## src/shared/cec_cfg.svh

```systemverilog
// cec_cfg.svh: timing, size and reset constants of the cec engine
// assumes a 100 MHz core clock and a 32.768 kHz sampling time base
`ifndef CEC_CFG_SVH
`define CEC_CFG_SVH
`define CLK_PERIOD_NS 10
`define FS_TICK_NS 30518
`define TICK_CYC (`FS_TICK_NS / `CLK_PERIOD_NS)
`define US2TK_UP(us) ((((us) * 1000) + `FS_TICK_NS - 1) / `FS_TICK_NS)
`define US2TK_DN(us) (((us) * 1000) / `FS_TICK_NS)
`define ACK_LOW_US 1526
`define ACK_CHK_US 300
`define ACK_WIN_US 2000
`define MIN_LOW_US 3630
`define BIT_US 2400
`define START_LOW_US 3700
`define START_PRD_US 4500
`define START_DET_US 3500
`define D0_LOW_US 1500
`define D1_LOW_US 600
`define SAMPLE_US 1050
`define WAV_E1_US 400
`define WAV_L1_US 800
`define WAV_E0_US 1300
`define WAV_L0_US 1700
`define MIN_CYC_TK 67
`define MAX_CYC_TK 90
`define FIFO_DEPTH 32
`define TX_WORD_W 9
`define FLAG_RST 1'b0
`endif

```

## src/shared/cec_pkg.sv

```systemverilog
// cec_pkg: types shared by the cec engine
// assumes cec_cfg.svh supplies all numeric constants
package cec_pkg;
  typedef logic [7:0] tk_t;
  typedef enum logic [2:0] {
    RX_IDLE = 3'b000,
    RX_SBIT = 3'b001,
    RX_BITS = 3'b011,
    RX_ACK = 3'b010,
    RX_ERRLOW = 3'b110
  } rx_state_e;
  typedef enum logic [1:0] {
    TX_IDLE = 2'b00,
    TX_START = 2'b01,
    TX_DATA = 2'b11,
    TX_ACK = 2'b10
  } tx_state_e;
endpackage : cec_pkg

```

## src/core/cec_engine.sv

```systemverilog
// cec_engine: single-wire cec receive error handling and byte transmitter
// assumes an open-drain line resolved outside, software flags as plain ports
`timescale 1ns/100ps
`include "cec_cfg.svh"

module cec_tx_fifo #(
  parameter int W = `TX_WORD_W,
  parameter int DEPTH = `FIFO_DEPTH
) (
  input wire logic core_clk,
  input wire logic rst,
  input wire logic clr,
  input wire logic in_valid,
  input wire logic [W-1:0] in_data,
  output logic in_ready,
  output logic out_valid,
  output logic [W-1:0] out_data,
  input wire logic out_ready
);
  localparam int AW = $clog2(DEPTH);
  logic [W-1:0] mem [DEPTH];
  logic [AW-1:0] wr_q;
  logic [AW-1:0] rd_q;
  logic [AW:0] cnt_q;
  logic [AW:0] cnt_d;
  logic push;
  logic pop;

  assign push = in_valid && in_ready;
  assign pop = out_valid && out_ready;
  assign out_valid = (cnt_q != '0);
  assign out_data = mem[rd_q];
  assign cnt_d = cnt_q + (AW + 1)'(push) - (AW + 1)'(pop);

  always_ff @(posedge core_clk) begin
    if (push) begin
      mem[wr_q] <= in_data;
    end
  end

  always_ff @(posedge core_clk or posedge rst) begin
    if (rst) begin
      wr_q <= '0;
      rd_q <= '0;
      cnt_q <= '0;
      in_ready <= 1'b0;
    end else if (clr) begin
      wr_q <= '0;
      rd_q <= '0;
      cnt_q <= '0;
      in_ready <= 1'b1;
    end else begin
      if (push) begin
        wr_q <= wr_q + 1'b1;
      end
      if (pop) begin
        rd_q <= rd_q + 1'b1;
      end
      cnt_q <= cnt_d;
      // ready from a flop so the source sees honest back-pressure
      in_ready <= (cnt_d != (AW + 1)'(DEPTH));
    end
  end
endmodule : cec_tx_fifo

module cec_engine import cec_pkg::*; #(
  parameter int TICK_CYC = `TICK_CYC
) (
  input wire logic core_clk,
  input wire logic rst,
  input wire logic line_in,
  output logic line_out,
  output logic line_oe,
  input wire logic peripheral_enable,
  input wire logic soft_reset_bit,
  input wire logic receive_enable_bit,
  input wire logic error_suspend_select,
  input wire logic [3:0] suspend_timeout_value,
  input wire logic waveform_check_enable,
  input wire logic ack_respond,
  input wire logic rx_read,
  output logic [7:0] rx_data,
  output logic rx_eom,
  output logic rx_data_valid,
  input wire logic rx_status_clear,
  output logic rx_complete_flag,
  output logic ack_collision_flag,
  output logic min_cycle_error_flag,
  output logic max_cycle_error_flag,
  output logic rx_overrun_flag,
  output logic waveform_error_flag,
  output logic rx_irq,
  input wire logic tx_enable_set,
  output logic transmit_enable_bit,
  input wire logic broadcast_select,
  input wire logic [3:0] bus_idle_wait_count,
  input wire logic [1:0] start_rise_adjust,
  input wire logic [1:0] start_period_adjust,
  input wire logic [1:0] data_rise_adjust,
  input wire logic [1:0] data_period_adjust,
  input wire logic tx_valid,
  input wire logic [8:0] tx_data,
  output logic tx_ready,
  input wire logic tx_status_clear,
  output logic tx_start_flag,
  output logic tx_end_flag,
  output logic arbitration_lost_flag,
  output logic tx_ack_error_flag,
  output logic tx_underrun_flag,
  output logic tx_irq
);
  localparam tk_t ACK_LOW = tk_t'(`US2TK_UP(`ACK_LOW_US));
  localparam tk_t ACK_CHK = tk_t'(`US2TK_UP(`ACK_LOW_US + `ACK_CHK_US));
  localparam tk_t ACK_WIN = tk_t'(`US2TK_DN(`ACK_WIN_US));
  localparam tk_t MIN_LOW = tk_t'(`US2TK_UP(`MIN_LOW_US));
  localparam tk_t BIT_TK = tk_t'(`US2TK_UP(`BIT_US));
  localparam tk_t ST_LOW = tk_t'(`US2TK_UP(`START_LOW_US));
  localparam tk_t ST_PRD = tk_t'(`US2TK_UP(`START_PRD_US));
  localparam tk_t ST_DET = tk_t'(`US2TK_UP(`START_DET_US));
  localparam tk_t D0_LOW = tk_t'(`US2TK_UP(`D0_LOW_US));
  localparam tk_t D1_LOW = tk_t'(`US2TK_UP(`D1_LOW_US));
  localparam tk_t SAMPLE = tk_t'(`US2TK_UP(`SAMPLE_US));
  localparam tk_t WAV_E1 = tk_t'(`US2TK_UP(`WAV_E1_US));
  localparam tk_t WAV_L1 = tk_t'(`US2TK_DN(`WAV_L1_US));
  localparam tk_t WAV_E0 = tk_t'(`US2TK_UP(`WAV_E0_US));
  localparam tk_t WAV_L0 = tk_t'(`US2TK_DN(`WAV_L0_US));
  localparam tk_t MIN_CYC = tk_t'(`MIN_CYC_TK);
  localparam tk_t MAX_CYC = tk_t'(`MAX_CYC_TK);

  function automatic tk_t tk_inc(input tk_t v);
    return (v == 8'hff) ? v : v + 8'h01;
  endfunction : tk_inc

  function automatic logic wav_bad(input tk_t low);
    return (low < WAV_E1) || ((low > WAV_L1) && (low < WAV_E0)) || (low > WAV_L0);
  endfunction : wav_bad

  logic [2:0] sync_q;
  logic line_q;
  logic line_old_q;
  logic fall;
  logic rise;
  logic [11:0] tdiv_q;
  logic tick_q;
  tk_t idle_tk_q;
  logic [4:0] idle_bits_q;
  logic bus_free;
  rx_state_e rx_st_q;
  tk_t rx_tk_q;
  tk_t elow_q;
  logic [3:0] rx_bit_q;
  logic [8:0] rx_sh_q;
  logic rx_drv_q;
  logic drove_q;
  logic hold_q;
  logic maxseen_q;
  logic pend_max_q;
  logic pend_wav_q;
  logic pend_or_q;
  logic rx_run;
  logic susp_on;
  logic ev_min;
  logic ev_max;
  logic ev_wav;
  logic ev_col;
  logic ev_done;
  logic ev_tout;
  logic ovr;
  tx_state_e tx_st_q;
  tk_t tx_tk_q;
  logic [3:0] tx_bit_q;
  logic [8:0] tx_sh_q;
  logic tx_eom_q;
  logic tx_resp_q;
  logic tx_drv_q;
  logic tx_ack_pend_q;
  tk_t tx_low;
  tk_t tx_prd;
  logic tx_eob;
  logic tx_ackerr;
  logic tx_load;
  logic fifo_valid;
  logic [8:0] fifo_data;

  cec_tx_fifo #(.W(`TX_WORD_W), .DEPTH(`FIFO_DEPTH)) u_fifo (
    .core_clk(core_clk),
    .rst(rst),
    .clr(soft_reset_bit),
    .in_valid(tx_valid),
    .in_data(tx_data),
    .in_ready(tx_ready),
    .out_valid(fifo_valid),
    .out_data(fifo_data),
    .out_ready(tx_load)
  );

  // line filter: 2nd and 3rd stage must agree
  always_ff @(posedge core_clk or posedge rst) begin
    if (rst) begin
      sync_q <= 3'h7;
      line_q <= 1'b1;
      line_old_q <= 1'b1;
    end else begin
      sync_q <= {sync_q[1:0], line_in};
      if (sync_q[1] == sync_q[2]) begin
        line_q <= sync_q[2];
      end
      line_old_q <= line_q;
    end
  end

  assign fall = line_old_q && !line_q;
  assign rise = !line_old_q && line_q;

  always_ff @(posedge core_clk or posedge rst) begin
    if (rst) begin
      tdiv_q <= 12'h000;
      tick_q <= 1'b0;
    end else begin
      tick_q <= (tdiv_q == 12'(TICK_CYC - 1));
      tdiv_q <= (tdiv_q == 12'(TICK_CYC - 1)) ? 12'h000 : tdiv_q + 12'h001;
    end
  end

  // bus idle tracking runs regardless of transmit state
  always_ff @(posedge core_clk or posedge rst) begin
    if (rst) begin
      idle_tk_q <= 8'h00;
      idle_bits_q <= 5'h00;
    end else if (fall || soft_reset_bit) begin
      idle_tk_q <= 8'h00;
      idle_bits_q <= 5'h00;
    end else if (tick_q && line_q) begin
      if (tk_inc(idle_tk_q) == BIT_TK) begin
        idle_tk_q <= 8'h00;
        idle_bits_q <= (idle_bits_q == 5'h1f) ? idle_bits_q : idle_bits_q + 5'h01;
      end else begin
        idle_tk_q <= tk_inc(idle_tk_q);
      end
    end
  end

  assign bus_free = idle_bits_q >= 5'(bus_idle_wait_count) + 5'h02;

  always_ff @(posedge core_clk or posedge rst) begin
    if (rst) begin
      rx_tk_q <= 8'h00;
    end else if (fall) begin
      rx_tk_q <= 8'h00;
    end else if (tick_q) begin
      rx_tk_q <= tk_inc(rx_tk_q);
    end
  end

  assign rx_run = receive_enable_bit && peripheral_enable && (tx_st_q == TX_IDLE);
  assign susp_on = error_suspend_select && (suspend_timeout_value != 4'h0);
  assign ovr = rx_data_valid && !rx_read;

  always_comb begin
    ev_min = 1'b0;
    ev_max = 1'b0;
    ev_wav = 1'b0;
    ev_col = 1'b0;
    ev_done = 1'b0;
    ev_tout = 1'b0;
    if (rx_st_q == RX_BITS) begin
      ev_min = fall && (rx_bit_q != 4'h0) && (rx_tk_q < MIN_CYC);
      ev_wav = rise && waveform_check_enable && wav_bad(rx_tk_q);
      ev_max = tick_q && !fall && !maxseen_q && (tk_inc(rx_tk_q) == MAX_CYC);
      ev_tout = hold_q && (idle_bits_q >= 5'(suspend_timeout_value) + 5'h01);
    end
    if (rx_st_q == RX_ACK && tick_q) begin
      ev_col = drove_q && (rx_tk_q == ACK_CHK) && !line_q;
      ev_min = drove_q && (rx_tk_q > ACK_CHK) && !line_q;
      ev_done = !ev_col && !ev_min && (tk_inc(rx_tk_q) == ACK_WIN);
    end
  end

  always_ff @(posedge core_clk or posedge rst) begin
    if (rst) begin
      rx_st_q <= RX_IDLE;
      rx_bit_q <= 4'h0;
      rx_sh_q <= 9'h000;
      rx_drv_q <= 1'b0;
      drove_q <= 1'b0;
      elow_q <= 8'h00;
      hold_q <= 1'b0;
      maxseen_q <= 1'b0;
      pend_max_q <= 1'b0;
      pend_wav_q <= 1'b0;
      pend_or_q <= 1'b0;
      rx_data <= 8'h00;
      rx_eom <= 1'b0;
      rx_data_valid <= 1'b0;
      rx_complete_flag <= `FLAG_RST;
      ack_collision_flag <= `FLAG_RST;
      min_cycle_error_flag <= `FLAG_RST;
      max_cycle_error_flag <= `FLAG_RST;
      rx_overrun_flag <= `FLAG_RST;
      waveform_error_flag <= `FLAG_RST;
      rx_irq <= 1'b0;
    end else if (soft_reset_bit) begin
      rx_st_q <= RX_IDLE;
      rx_drv_q <= 1'b0;
      drove_q <= 1'b0;
      hold_q <= 1'b0;
      pend_max_q <= 1'b0;
      pend_wav_q <= 1'b0;
      pend_or_q <= 1'b0;
      rx_data <= 8'h00;
      rx_eom <= 1'b0;
      rx_data_valid <= 1'b0;
      rx_complete_flag <= `FLAG_RST;
      ack_collision_flag <= `FLAG_RST;
      min_cycle_error_flag <= `FLAG_RST;
      max_cycle_error_flag <= `FLAG_RST;
      rx_overrun_flag <= `FLAG_RST;
      waveform_error_flag <= `FLAG_RST;
      rx_irq <= 1'b0;
    end else begin
      rx_irq <= 1'b0;
      if (rx_read) begin
        rx_data_valid <= 1'b0;
      end
      if (rx_status_clear) begin
        rx_complete_flag <= 1'b0;
        ack_collision_flag <= 1'b0;
        min_cycle_error_flag <= 1'b0;
        max_cycle_error_flag <= 1'b0;
        rx_overrun_flag <= 1'b0;
        waveform_error_flag <= 1'b0;
      end
      if (!rx_run) begin
        rx_st_q <= RX_IDLE;
        rx_drv_q <= 1'b0;
        hold_q <= 1'b0;
        pend_max_q <= 1'b0;
        pend_wav_q <= 1'b0;
        pend_or_q <= 1'b0;
      end else begin
        case (rx_st_q)
          RX_IDLE: begin
            if (fall) begin
              rx_st_q <= RX_SBIT;
            end
          end
          RX_SBIT: begin
            if (rise) begin
              rx_st_q <= (rx_tk_q >= ST_DET) ? RX_BITS : RX_IDLE;
              rx_bit_q <= 4'h0;
              maxseen_q <= 1'b1;
            end
          end
          RX_BITS: begin
            if (fall) begin
              maxseen_q <= 1'b0;
            end
            if (rise) begin
              rx_sh_q <= {rx_sh_q[7:0], (rx_tk_q < SAMPLE)};
              rx_bit_q <= rx_bit_q + 4'h1;
            end
            if (fall && rx_bit_q == 4'h9) begin
              rx_st_q <= RX_ACK;
              rx_drv_q <= ack_respond && !hold_q;
              drove_q <= ack_respond && !hold_q;
            end
            if (ev_max || ev_wav) begin
              maxseen_q <= maxseen_q || ev_max;
              if (susp_on) begin
                hold_q <= 1'b1;
                pend_max_q <= pend_max_q || ev_max;
                pend_wav_q <= pend_wav_q || ev_wav;
              end else begin
                max_cycle_error_flag <= max_cycle_error_flag || ev_max;
                waveform_error_flag <= waveform_error_flag || ev_wav;
                rx_irq <= 1'b1;
                rx_st_q <= RX_IDLE;
              end
            end
            if (ev_tout) begin
              max_cycle_error_flag <= max_cycle_error_flag || pend_max_q;
              waveform_error_flag <= waveform_error_flag || pend_wav_q;
              rx_overrun_flag <= rx_overrun_flag || pend_or_q;
              rx_irq <= 1'b1;
              rx_st_q <= RX_IDLE;
              hold_q <= 1'b0;
              pend_max_q <= 1'b0;
              pend_wav_q <= 1'b0;
              pend_or_q <= 1'b0;
            end
          end
          RX_ACK: begin
            if (tick_q && tk_inc(rx_tk_q) == ACK_LOW) begin
              rx_drv_q <= 1'b0;
            end
            if (ev_col) begin
              ack_collision_flag <= 1'b1;
              rx_irq <= 1'b1;
              rx_st_q <= RX_IDLE;
            end
            if (ev_done) begin
              if (!ovr) begin
                rx_data <= rx_sh_q[8:1];
                rx_eom <= rx_sh_q[0];
                rx_data_valid <= 1'b1;
              end
              if (ovr && !susp_on && !hold_q) begin
                rx_overrun_flag <= 1'b1;
                rx_st_q <= RX_IDLE;
              end else begin
                rx_complete_flag <= 1'b1;
                max_cycle_error_flag <= max_cycle_error_flag || pend_max_q;
                waveform_error_flag <= waveform_error_flag || pend_wav_q;
                rx_overrun_flag <= rx_overrun_flag || pend_or_q || ovr;
                pend_max_q <= 1'b0;
                pend_wav_q <= 1'b0;
                pend_or_q <= 1'b0;
                rx_st_q <= rx_sh_q[0] ? RX_IDLE : RX_BITS;
                hold_q <= hold_q && !rx_sh_q[0];
                rx_bit_q <= 4'h0;
                maxseen_q <= 1'b0;
              end
              rx_irq <= 1'b1;
            end
          end
          RX_ERRLOW: begin
            if (tick_q) begin
              elow_q <= tk_inc(elow_q);
            end
            if (tick_q && tk_inc(elow_q) == MIN_LOW) begin
              rx_drv_q <= 1'b0;
              rx_st_q <= RX_IDLE;
            end
          end
          default: begin
            rx_st_q <= RX_IDLE;
          end
        endcase
        if (ev_min) begin
          min_cycle_error_flag <= 1'b1;
          max_cycle_error_flag <= max_cycle_error_flag || pend_max_q;
          waveform_error_flag <= waveform_error_flag || pend_wav_q;
          rx_overrun_flag <= rx_overrun_flag || pend_or_q;
          pend_max_q <= 1'b0;
          pend_wav_q <= 1'b0;
          pend_or_q <= 1'b0;
          hold_q <= 1'b0;
          rx_irq <= 1'b1;
          rx_st_q <= RX_ERRLOW;
          rx_drv_q <= 1'b1;
          elow_q <= 8'h00;
        end
      end
    end
  end

  always_comb begin
    if (tx_st_q == TX_START) begin
      tx_low = ST_LOW - tk_t'(start_rise_adjust);
      tx_prd = ST_PRD - tk_t'(start_period_adjust);
    end else begin
      tx_low = ((tx_st_q == TX_ACK) || tx_sh_q[8]) ? D1_LOW : D0_LOW;
      tx_low = tx_low - tk_t'(data_rise_adjust);
      tx_prd = BIT_TK - tk_t'(data_period_adjust);
    end
  end

  assign tx_eob = tick_q && (tk_inc(tx_tk_q) == tx_prd);
  assign tx_ackerr = broadcast_select ? !tx_resp_q : tx_resp_q;
  assign tx_load = tx_eob && ((tx_st_q == TX_START) ||
                   ((tx_st_q == TX_ACK) && !tx_eom_q && fifo_valid && !tx_ackerr));

  always_ff @(posedge core_clk or posedge rst) begin
    if (rst) begin
      tx_st_q <= TX_IDLE;
      tx_tk_q <= 8'h00;
      tx_bit_q <= 4'h0;
      tx_sh_q <= 9'h000;
      tx_eom_q <= 1'b0;
      tx_resp_q <= 1'b1;
      tx_drv_q <= 1'b0;
      tx_ack_pend_q <= 1'b0;
      transmit_enable_bit <= 1'b0;
      tx_start_flag <= `FLAG_RST;
      tx_end_flag <= `FLAG_RST;
      arbitration_lost_flag <= `FLAG_RST;
      tx_ack_error_flag <= `FLAG_RST;
      tx_underrun_flag <= `FLAG_RST;
      tx_irq <= 1'b0;
    end else if (soft_reset_bit) begin
      tx_st_q <= TX_IDLE;
      tx_drv_q <= 1'b0;
      tx_ack_pend_q <= 1'b0;
      transmit_enable_bit <= 1'b0;
      tx_start_flag <= `FLAG_RST;
      tx_end_flag <= `FLAG_RST;
      arbitration_lost_flag <= `FLAG_RST;
      tx_ack_error_flag <= `FLAG_RST;
      tx_underrun_flag <= `FLAG_RST;
      tx_irq <= 1'b0;
    end else begin
      tx_irq <= 1'b0;
      if (tx_enable_set) begin
        transmit_enable_bit <= 1'b1;
      end
      if (tx_status_clear) begin
        tx_start_flag <= 1'b0;
        tx_end_flag <= 1'b0;
        arbitration_lost_flag <= 1'b0;
        tx_ack_error_flag <= 1'b0;
        tx_underrun_flag <= 1'b0;
      end
      if (tx_ack_pend_q) begin
        tx_ack_error_flag <= 1'b1;
        tx_irq <= 1'b1;
        tx_ack_pend_q <= 1'b0;
      end
      if (tx_st_q != TX_IDLE && tick_q) begin
        tx_tk_q <= tk_inc(tx_tk_q);
        if (tk_inc(tx_tk_q) == tx_low) begin
          tx_drv_q <= 1'b0;
        end
        if (tx_st_q == TX_ACK && tx_tk_q == SAMPLE) begin
          tx_resp_q <= line_q;
        end
      end
      case (tx_st_q)
        TX_IDLE: begin
          if (transmit_enable_bit && peripheral_enable && bus_free && fifo_valid) begin
            tx_st_q <= TX_START;
            tx_tk_q <= 8'h00;
            tx_drv_q <= 1'b1;
          end
        end
        TX_START, TX_DATA: begin
          if (tick_q && tx_tk_q == tx_low && !line_q) begin
            arbitration_lost_flag <= 1'b1;
            tx_irq <= 1'b1;
            tx_drv_q <= 1'b0;
            transmit_enable_bit <= 1'b0;
            tx_st_q <= TX_IDLE;
          end else if (tx_eob) begin
            tx_tk_q <= 8'h00;
            tx_drv_q <= 1'b1;
            if (tx_st_q == TX_DATA && tx_bit_q == 4'h8) begin
              tx_st_q <= TX_ACK;
            end else begin
              tx_st_q <= TX_DATA;
              tx_bit_q <= tx_bit_q + 4'h1;
              tx_sh_q <= {tx_sh_q[7:0], 1'b0};
            end
          end
        end
        TX_ACK: begin
          if (tx_eob) begin
            tx_tk_q <= 8'h00;
            tx_st_q <= TX_IDLE;
            tx_irq <= 1'b1;
            tx_drv_q <= 1'b0;
            transmit_enable_bit <= 1'b0;
            if (tx_eom_q && !tx_ackerr) begin
              tx_end_flag <= 1'b1;
            end else if (!tx_eom_q && !fifo_valid) begin
              tx_underrun_flag <= 1'b1;
              tx_ack_pend_q <= tx_ackerr;
            end else if (tx_ackerr) begin
              tx_ack_error_flag <= 1'b1;
            end
          end
        end
        default: begin
          tx_st_q <= TX_IDLE;
        end
      endcase
      if (tx_load) begin
        tx_st_q <= TX_DATA;
        tx_sh_q <= fifo_data;
        tx_eom_q <= fifo_data[0];
        tx_bit_q <= 4'h0;
        tx_resp_q <= 1'b1;
        tx_start_flag <= 1'b1;
        tx_irq <= 1'b1;
        tx_drv_q <= 1'b1;
        transmit_enable_bit <= 1'b1;
      end
      if (!peripheral_enable) begin
        tx_st_q <= TX_IDLE;
        tx_drv_q <= 1'b0;
      end
    end
  end

  // open-drain: only ever pulls low
  always_ff @(posedge core_clk or posedge rst) begin
    if (rst) begin
      line_oe <= 1'b0;
      line_out <= 1'b0;
    end else begin
      line_oe <= (rx_drv_q || tx_drv_q) && !soft_reset_bit;
      line_out <= 1'b0;
    end
  end
endmodule : cec_engine

```

## config.mk

```make
export PLATFORM = sky130hd
export DESIGN_NAME = cec_engine
export DESIGN_NICKNAME = d
export VERILOG_FILES = /design/src/shared/cec_pkg.sv /design/src/core/cec_engine.sv
export VERILOG_INCLUDE_DIRS = /design/src /design/src/shared
export SDC_FILE = /design/constraint.sdc
export NUM_CORES = 1
export LEC_CHECK = 0
export ABC_CLOCK_PERIOD_IN_PS = 7950
export CAP_MARGIN = 20
export CORE_UTILIZATION = 55
export DETAILED_ROUTE_END_ITERATION = 8
export DONT_BUFFER_PORTS = 1
export GPL_ROUTABILITY_DRIVEN = 0
export PLACE_DENSITY = 0.8
export SYNTH_ARGS = -nofsm -noshare
export SYNTH_HDL_FRONTEND = slang
export SYNTH_SLANG_ARGS = --single-unit
```

## constraint.sdc

```tcl
create_clock -name core_clk -period 7.95 [get_ports core_clk]
set_clock_uncertainty 0.05 [all_clocks]
set_input_delay 0.795 -clock core_clk [delete_from_list [all_inputs] [get_ports core_clk]]
set_output_delay 0.795 -clock core_clk [all_outputs]
set_load 0.005 [all_outputs]
```

### After elaboration in Yosys (flattened, before gate mapping)

Memory sizes are Yosys's and may differ from the RTL's.
Cells that the tools add are included.

* add/subtract/negate cells: 18
* $lt $le $gt $ge: 10
* eq/ne operators: 52
* multiplexer cells: 249
* bitwise operators: 1
* reductions and logical operators: 119

Operators with widths (count)
* 2-to-1 mux 8 bit: 23
* 2-to-1 mux 1 bit: 162
* logical AND 1 bit: 48
* 2-to-1 mux 9 bit: 5
* 2-to-1 mux 5 bit: 8
* 2-to-1 mux 3 bit: 12
* 2-to-1 mux 4 bit: 9
* nonzero test 2 bit: 17
* adder 8 x 1 -> 8 bit, second input constant: 4
* == test 8 x 7 -> 1 bit, second input constant: 4
* == test 8 bit, second input constant: 4
* != test 5 bit, second input constant: 6
* == test 8 x 6 -> 1 bit, second input constant: 3
* == test 8 bit: 3
* one-hot mux 8 bit (3 select lines): 1
* AND reduction 4 bit: 6
* 2-to-1 mux 2 bit: 10
* one-hot mux 1 bit (2 select lines): 10
* != test 6 bit, second input constant: 3
* > comparator 8 x 6 -> 1 bit, second input constant: 2
* logical OR 1 bit: 16
* < comparator 8 x 6 -> 1 bit, second input constant: 2
* subtractor 7 x 2 -> 8 bit, first input constant: 2
* adder 5 x 1 -> 5 bit, second input constant: 3
* other kinds (48): 86

* flip-flop bits (word level): 139
* bits in writable memories: 288
* input bits: 40
* logic and storage cells: 499
* memories: 1

Memory list
* u_fifo.mem: depth 32, bits a word 9, rd ports 1, clocked after memory_dff 0, write ports 1, line cec_engine.sv:21 `logic [W-1:0] mem [DEPTH];`

### Longest topological paths before layout

* depth in word-level cells: 15
* mapped depth: 21
* gate-level depth less buffers: 20

### Hierarchy

Synthesis repeated with hierarchy kept, for this count alone.

* cell total of the unflattened synthesis: 1494
* area, all modules: 20095.5 um^2

Modules (own cells, without submodules)
* cec_tx_fifo: times used 1, cells an instance 620, area an instance 12122.9 um^2
* cec_engine: times used 1, cells an instance 874, area an instance 7972.6 um^2

### Worst setup path after synthesis

Ideal clock, no wire load.

* path kind: in2reg
* start: in start_period_adjust[0]
* end: reg u_fifo.in_ready
* arrival time: 4.102 ns
* required time: 7.769 ns
* setup slack: 3.667 ns
* cell stages on the path: 20
* buffers on the path: 1
* cell sequence: inv_1 > ha_1 > nor3b_1 > xor2_1 > xnor2_1 > o2111ai_1 > or4_4 > buf_6 > or3b_1 > inv_1 > ha_1 > inv_1 > ha_1 > a21o_1 > a21oi_1 > o21bai_1 > a21oi_1 > xnor2_1 > nor2_1 > nand3_1

* cells in the longest elaborated chain, start to end: 9

Ends and longest elaborated chain
* start: declaration: line cec_engine.sv:98 `input wire logic [1:0] start_period_adjust,`
* subtractor 8 x 2 -> 8 bit: line cec_engine.sv:460 `tx_prd = ST_PRD - tk_t'(start_period_adjust);`
* 2-to-1 mux 8 bit: line cec_engine.sv:458 `if (tx_st_q == TX_START) begin`
* == test 8 bit: line cec_engine.sv:468 `assign tx_eob = tick_q && (tk_inc(tx_tk_q) == tx_prd);`
* logical AND 1 bit: line cec_engine.sv:468
* logical AND 1 bit: line cec_engine.sv:470 `assign tx_load = tx_eob && ((tx_st_q == TX_START) ||`
* logical AND 1 bit: line cec_engine.sv:30 `assign pop = out_valid && out_ready;`
* subtractor 6 x 1 -> 6 bit: line cec_engine.sv:33 `assign cnt_d = cnt_q + (AW + 1)'(push) - (AW + 1)'(pop);`
* != test 6 bit: line cec_engine.sv:61 `in_ready <= (cnt_d != (AW + 1)'(DEPTH));`
* 2-to-1 mux 1 bit: line cec_engine.sv:47 `end else if (clr) begin`
* end signal: assignment: line cec_engine.sv:61
* end: declaration: line cec_engine.sv:15 `output logic in_ready,`

Every way passes these cells.
A chain may end at the register's enable or synchronous reset.

### Final worst setup path

* start: reg tx_tk_q[0]
* end: reg u_fifo.in_ready

* cells in the longest elaborated chain, start to end: 9

Ends and longest elaborated chain
* start: declaration: line cec_engine.sv:170 `tk_t tx_tk_q;`
* start signal: assignment: line cec_engine.sv:519 `tx_tk_q <= tk_inc(tx_tk_q);`
* adder 8 x 1 -> 8 bit or == test 8 bit (tied branches): line cec_engine.sv:131 `return (v == 8'hff) ? v : v + 8'h01;`
* 2-to-1 mux 8 bit (*): line cec_engine.sv:131
* == test 8 bit (*): line cec_engine.sv:468
* logical AND 1 bit (*): line cec_engine.sv:468
* logical AND 1 bit (*): line cec_engine.sv:470
* logical AND 1 bit (*): line cec_engine.sv:30
* subtractor 6 x 1 -> 6 bit (*): line cec_engine.sv:33
* != test 6 bit (*): line cec_engine.sv:61
* 2-to-1 mux 1 bit (*): line cec_engine.sv:47

Mark *: on every way between the ends. The rest lies on a longest branch, timed or not.

==> results.txt <==
The overall power came out at approximately 4800 µW. In this run the biggest area consumer among cell types represents between 40% and 50% of the synthesized area. The number of unique standard cell types used by synthesis came out at 83.

The area overhead of the layout relative to synthesis is 9.18%. The clock input transition at the sequential cells of the worst setup and hold paths is 60 ps. The number of global-route vias before repair was 11800. The routed length on met3 is between 3000 and 4000 µm. The max capacitance violation total is 0. Synthesis handed over a netlist of 1427 instances. The endpoint required time on the critical path is 8310 ps.

The detailed-placement wirelength estimate is approximately 27000 µm. The total vias in the final route is 11900. The worst hold path belongs to the class in -> async. The post-CTS repair timing setup buffer count is 0. The first-pass iteration count of the detailed router came out at 5.

The remaining max-slew budget at the tightest pin is ~30%. The detailed-route wire length on metal 1 came out at ~17000 µm. The die boundary height came out at 191 µm. The first-pass GRT wire length came out at approximately 65000 µm. The commonest register cell after synthesis is edfxtp_1. The repair_antennas step left the layout with diodes totalling 0. The setup slack of the critical path after layout came out at around 3200 ps.

After clock tree synthesis, the repair step resized 0 gates. In this run the core area contains 68 standard-cell rows. Entering global routing, the biggest net connects 84 pins. No sink is reached through more buffers than the 3 on the longest clock path.

At the worst endpoint, the arrival time is between 5000 and 6000 ps. Summed over all layers, the global routing overflow is 0. TritonCTS built the clock tree.

The worst setup path category is reg -> reg. In the final routed layout, each cell accounts on average for approximately 22 µm. Across the VDD grid, the largest voltage drop is roughly 190 µV. In this run the critical register-to-register path is launched from tx_tk_q[0]$_DFFE_PP0N_. The DRC marker count from the first detailed-route iteration is 1039. The leakage power is approximately 0.0077 µW. The number of buffer cells added on primary ports came out at 0. The power density over the cells came out at 222 mW/mm². A synthesized cell averages roughly 14 µm². The die covers 0.0365 mm². After layout, the minimum clock period comes to between 4000 and 5000 ps. The number of antenna violations at the first check in global routing is 0. The number of warnings reported in the yosys synthesis log is 0. The startpoint type of the worst setup path is a register. The worst-case register-to-register setup slack is between 3000 and 4000 ps.

The largest total area in the synthesized netlist belongs to edfxtp_1. After routing, the total negative slack on setup checks comes to 0 ps. Setup repair after global routing left no endpoint under its margin. The combined area of all synthesized cells came out at between 0.015 and 0.02 mm². Sequential elements use between 60% and 70% of the synthesized area. Wire segments on met2 add up to 20000 µm in the final route. The TritonCTS buffer count is between 40 and 50. The number of synthesized register bits is 426. Hold repair after CTS inserted 0 buffers. The top routing layer in use is met4. The fraction of final layout cells sized beyond drive strength 1 is 14.1%. The H-tree depth came out at 2. The total global routing track utilization is 23.2%. The tree is rooted in a clkbuf_16.

The post-synthesis net count is roughly 1500. The transition time of the tightest slew-check pin is between 1000 and 1500 ps. The total setup violations reported at the end of the flow came out at 0. For this design the top-level I/O count stands at 67.

By area the synthesized netlist is led by edfxtp_1 44%, dfrtp_1 17%, mux4_2 8.5%. The worst setup path is captured at a register. The die width is between 150 and 200 µm.

The residual antenna-violating net count after detailed routing is 0. The run finished with clean final reports. Prior to clock tree synthesis, the placed netlist has a worst setup slack of about 3300 ps. The fraction of registers with async set or reset after synthesis is between 30% and 40%. With fillers left out, the area of the finished cells amounts to around 0.021 mm². The DRC violation count after routing is 0. The post-place instance area came out at 0.0200 mm².

Along the worst path, the maximum fanout reaches 20. The initial utilization of the core area, before any placement, comes to 56.4%. The number of synthesized flops with an enable pin is roughly 290.

The worst reg2reg path endpoint is u_fifo.in_ready$_DFF_PP0_. The layout filler cell count is about 2500. The number of nets in the layout came out at around 1500. The final number of max-transition violations is 0. The core region area is between 0.03 and 0.04 mm².

The share of the cycle needed by the critical path after routing is roughly three fifths. Using the TritonRoute via totals, the vias-per-cell ratio works out to approximately 6.3. The number of cells on the worst reg-to-reg path is 18.

The clock reaches the later pin of the worst-skew pair after roughly 550 ps. The routed design has between 40000 and 50000 µm of wire. The tree built by TritonCTS fans out to roughly 430 sinks. The maximum clock frequency is approximately 0.21 GHz.

The count of final hold-check violations is 0.
[synthesized netlist by cell type (all sizes together), types with 4 or more instances]
library cell  count
edfxtp          288
dfrtp           132
nor2            127
nand2            77
mux4             74
a21oi            53
mux2i            50
o21ai            49
inv              48
clkbuf           46
ha               43
nand3            36
xnor2            34
buf              29
nand4            24
xor2             20
and3             19
a22oi            18
mux2             18
nor3             17
o31ai            16
nand2b           14
a22o             13
nor4             13
a21o             12
and2             12
a31oi            11
nor2b            11
nor3b            11
or3              10
o21a              7
a31o              6
dfstp             6
nand3b            6
or2               6
and4              4
o2111ai           4
[sequential cells by signal, summed over array words and instances (netlist names), 2 cells and up]
name / flops
tx_sh_q: 9
u_fifo.rd_q: 5
rx_data: 8
u_fifo.mem: 288
tx_tk_q: 8
idle_tk_q: 8
tx_st_q: 2
idle_bits_q: 5
u_fifo.cnt_q: 6
u_fifo.wr_q: 5
rx_tk_q: 8
rx_bit_q: 4
sync_q: 3
tx_bit_q: 4
rx_st_q: 3
tdiv_q: 12
elow_q: 8
rx_sh_q: 9
[routing by layer]
metal | vias to the layer above | track usage, %
met1 | 5934 | 31.7
li1 | 5391 | -
met5 | - | 0
met4 | 0 | 7.05
met3 | 80 | 4.35
met2 | 512 | 37.8
[kinds of logic after synthesis]
kind of cell               synth area share [%]
DFF                                        61.6
other                                    0.0191
and+or+nand+nor                            10.6
buffers and inverters                      2.56
xor gates and xnor gates                   2.44
AOI/OAI and AO/OA                          7.71
muxes                                      12.1
adders and majority gates                  2.99
[critical path, cell delays in order (launching register included)]
cell and delay (ps):
dfrtp_1 540, ha_1 400, nand4_4 180, o21ai_1 360, xnor2_1 170, o2111ai_1 130
or4_4 670, or3b_1 480, inv_1 80, ha_1 190, inv_1 70, ha_1 290
a21o_1 170, a21oi_1 240, o21bai_1 90, a21oi_1 200, xnor2_1 100, nor2_1 130
nand3_1 90
[layout make-up]
| type | count | area (µm²) | area share, % |
|---|---|---|---|
| clock inverters | 27 | 284 | 1.32 |
| inverters | 49 | 189 | 0.880 |
| flip-flops and latches | 426 | 12100 | 56.4 |
| multi-input cells | 877 | 7050 | 32.8 |
| clock buffers | 52 | 1170 | 5.46 |
| well taps | 455 | 569 | 2.65 |
| repair buffers | 9 | 87.6 | 0.408 |
[worst max path at each step]
| stage | startpoint | endpoint | slack (ps) | cells past startpoint |
|---|---|---|---|---|
| after floorplan | rst | ack_collision_flag$_DFF_PP0_ | 3420 | 1 |
| after detailed placement | tx_tk_q[0]$_DFFE_PP0N_ | u_fifo.in_ready$_DFF_PP0_ | 3280 | 18 |
| after CTS | tx_tk_q[0]$_DFFE_PP0N_ | u_fifo.in_ready$_DFF_PP0_ | 3190 | 18 |
| after global placement | start_period_adjust[0] | u_fifo.in_ready$_DFF_PP0_ | 3460 | 19 |
| final | tx_tk_q[0]$_DFFE_PP0N_ | u_fifo.in_ready$_DFF_PP0_ | 3210 | 18 |
| after global routing | tx_tk_q[0]$_DFFE_PP0N_ | u_fifo.in_ready$_DFF_PP0_ | 2930 | 18 |
[layout by cell type (no fill, tap or decap), types with 6 or more instances in the layout]
cell       netlist  final
xor2_1          20     20
edfxtp_1       288    288
clkinv_1         1      8
inv_1           48     47
or3_1           10     10
xnor2_1         33     33
nand3b_1         6      6
and3_1          18     18
ha_1            43     43
o21a_1           7      7
and2_1          12     12
dfrtp_1        132    129
a22o_1          13     13
or2_2            6      6
clkinv_2         0      7
buf_4            3      8
o31ai_1         16     16
mux2_2          18     18
clkbuf_16        0     45
nor3_1          17     17
a31o_2           6      6
nand3_1         35     35
mux4_2          74     74
nor3b_1         11     11
a22oi_1         18     18
nand2_1         77     77
nand4_1         22     22
dfstp_2          6      6
mux2i_1         50     50
a21oi_1         53     53
a21o_1          12     12
nand2b_1        13     13
o21ai_0         45     45
nor4_1          12     12
nor2b_1         11     11
a31oi_1         11     11
nor2_1         125    125
[through the flow]
step / hold WS (ps) / instances / utilization [%]
final: 107 / 1895 / 61.5
after global routing: 136 / 1895 / 61.5
after CTS: 110 / 1894 / 61.5
after detailed placement: 299 / 1815 / 57.3
after global placement: 298 / 1815 / 57.3
after floorplan: 295 / 1427 / -
[power breakdown]
part	internal (µW)	switching, µW	total, µW
registers	2420	26.6	2440
clock network	1220	836	2050
logic	99.6	162	261
total	3740	1020	4760
(Power assumes the default switching activity.)
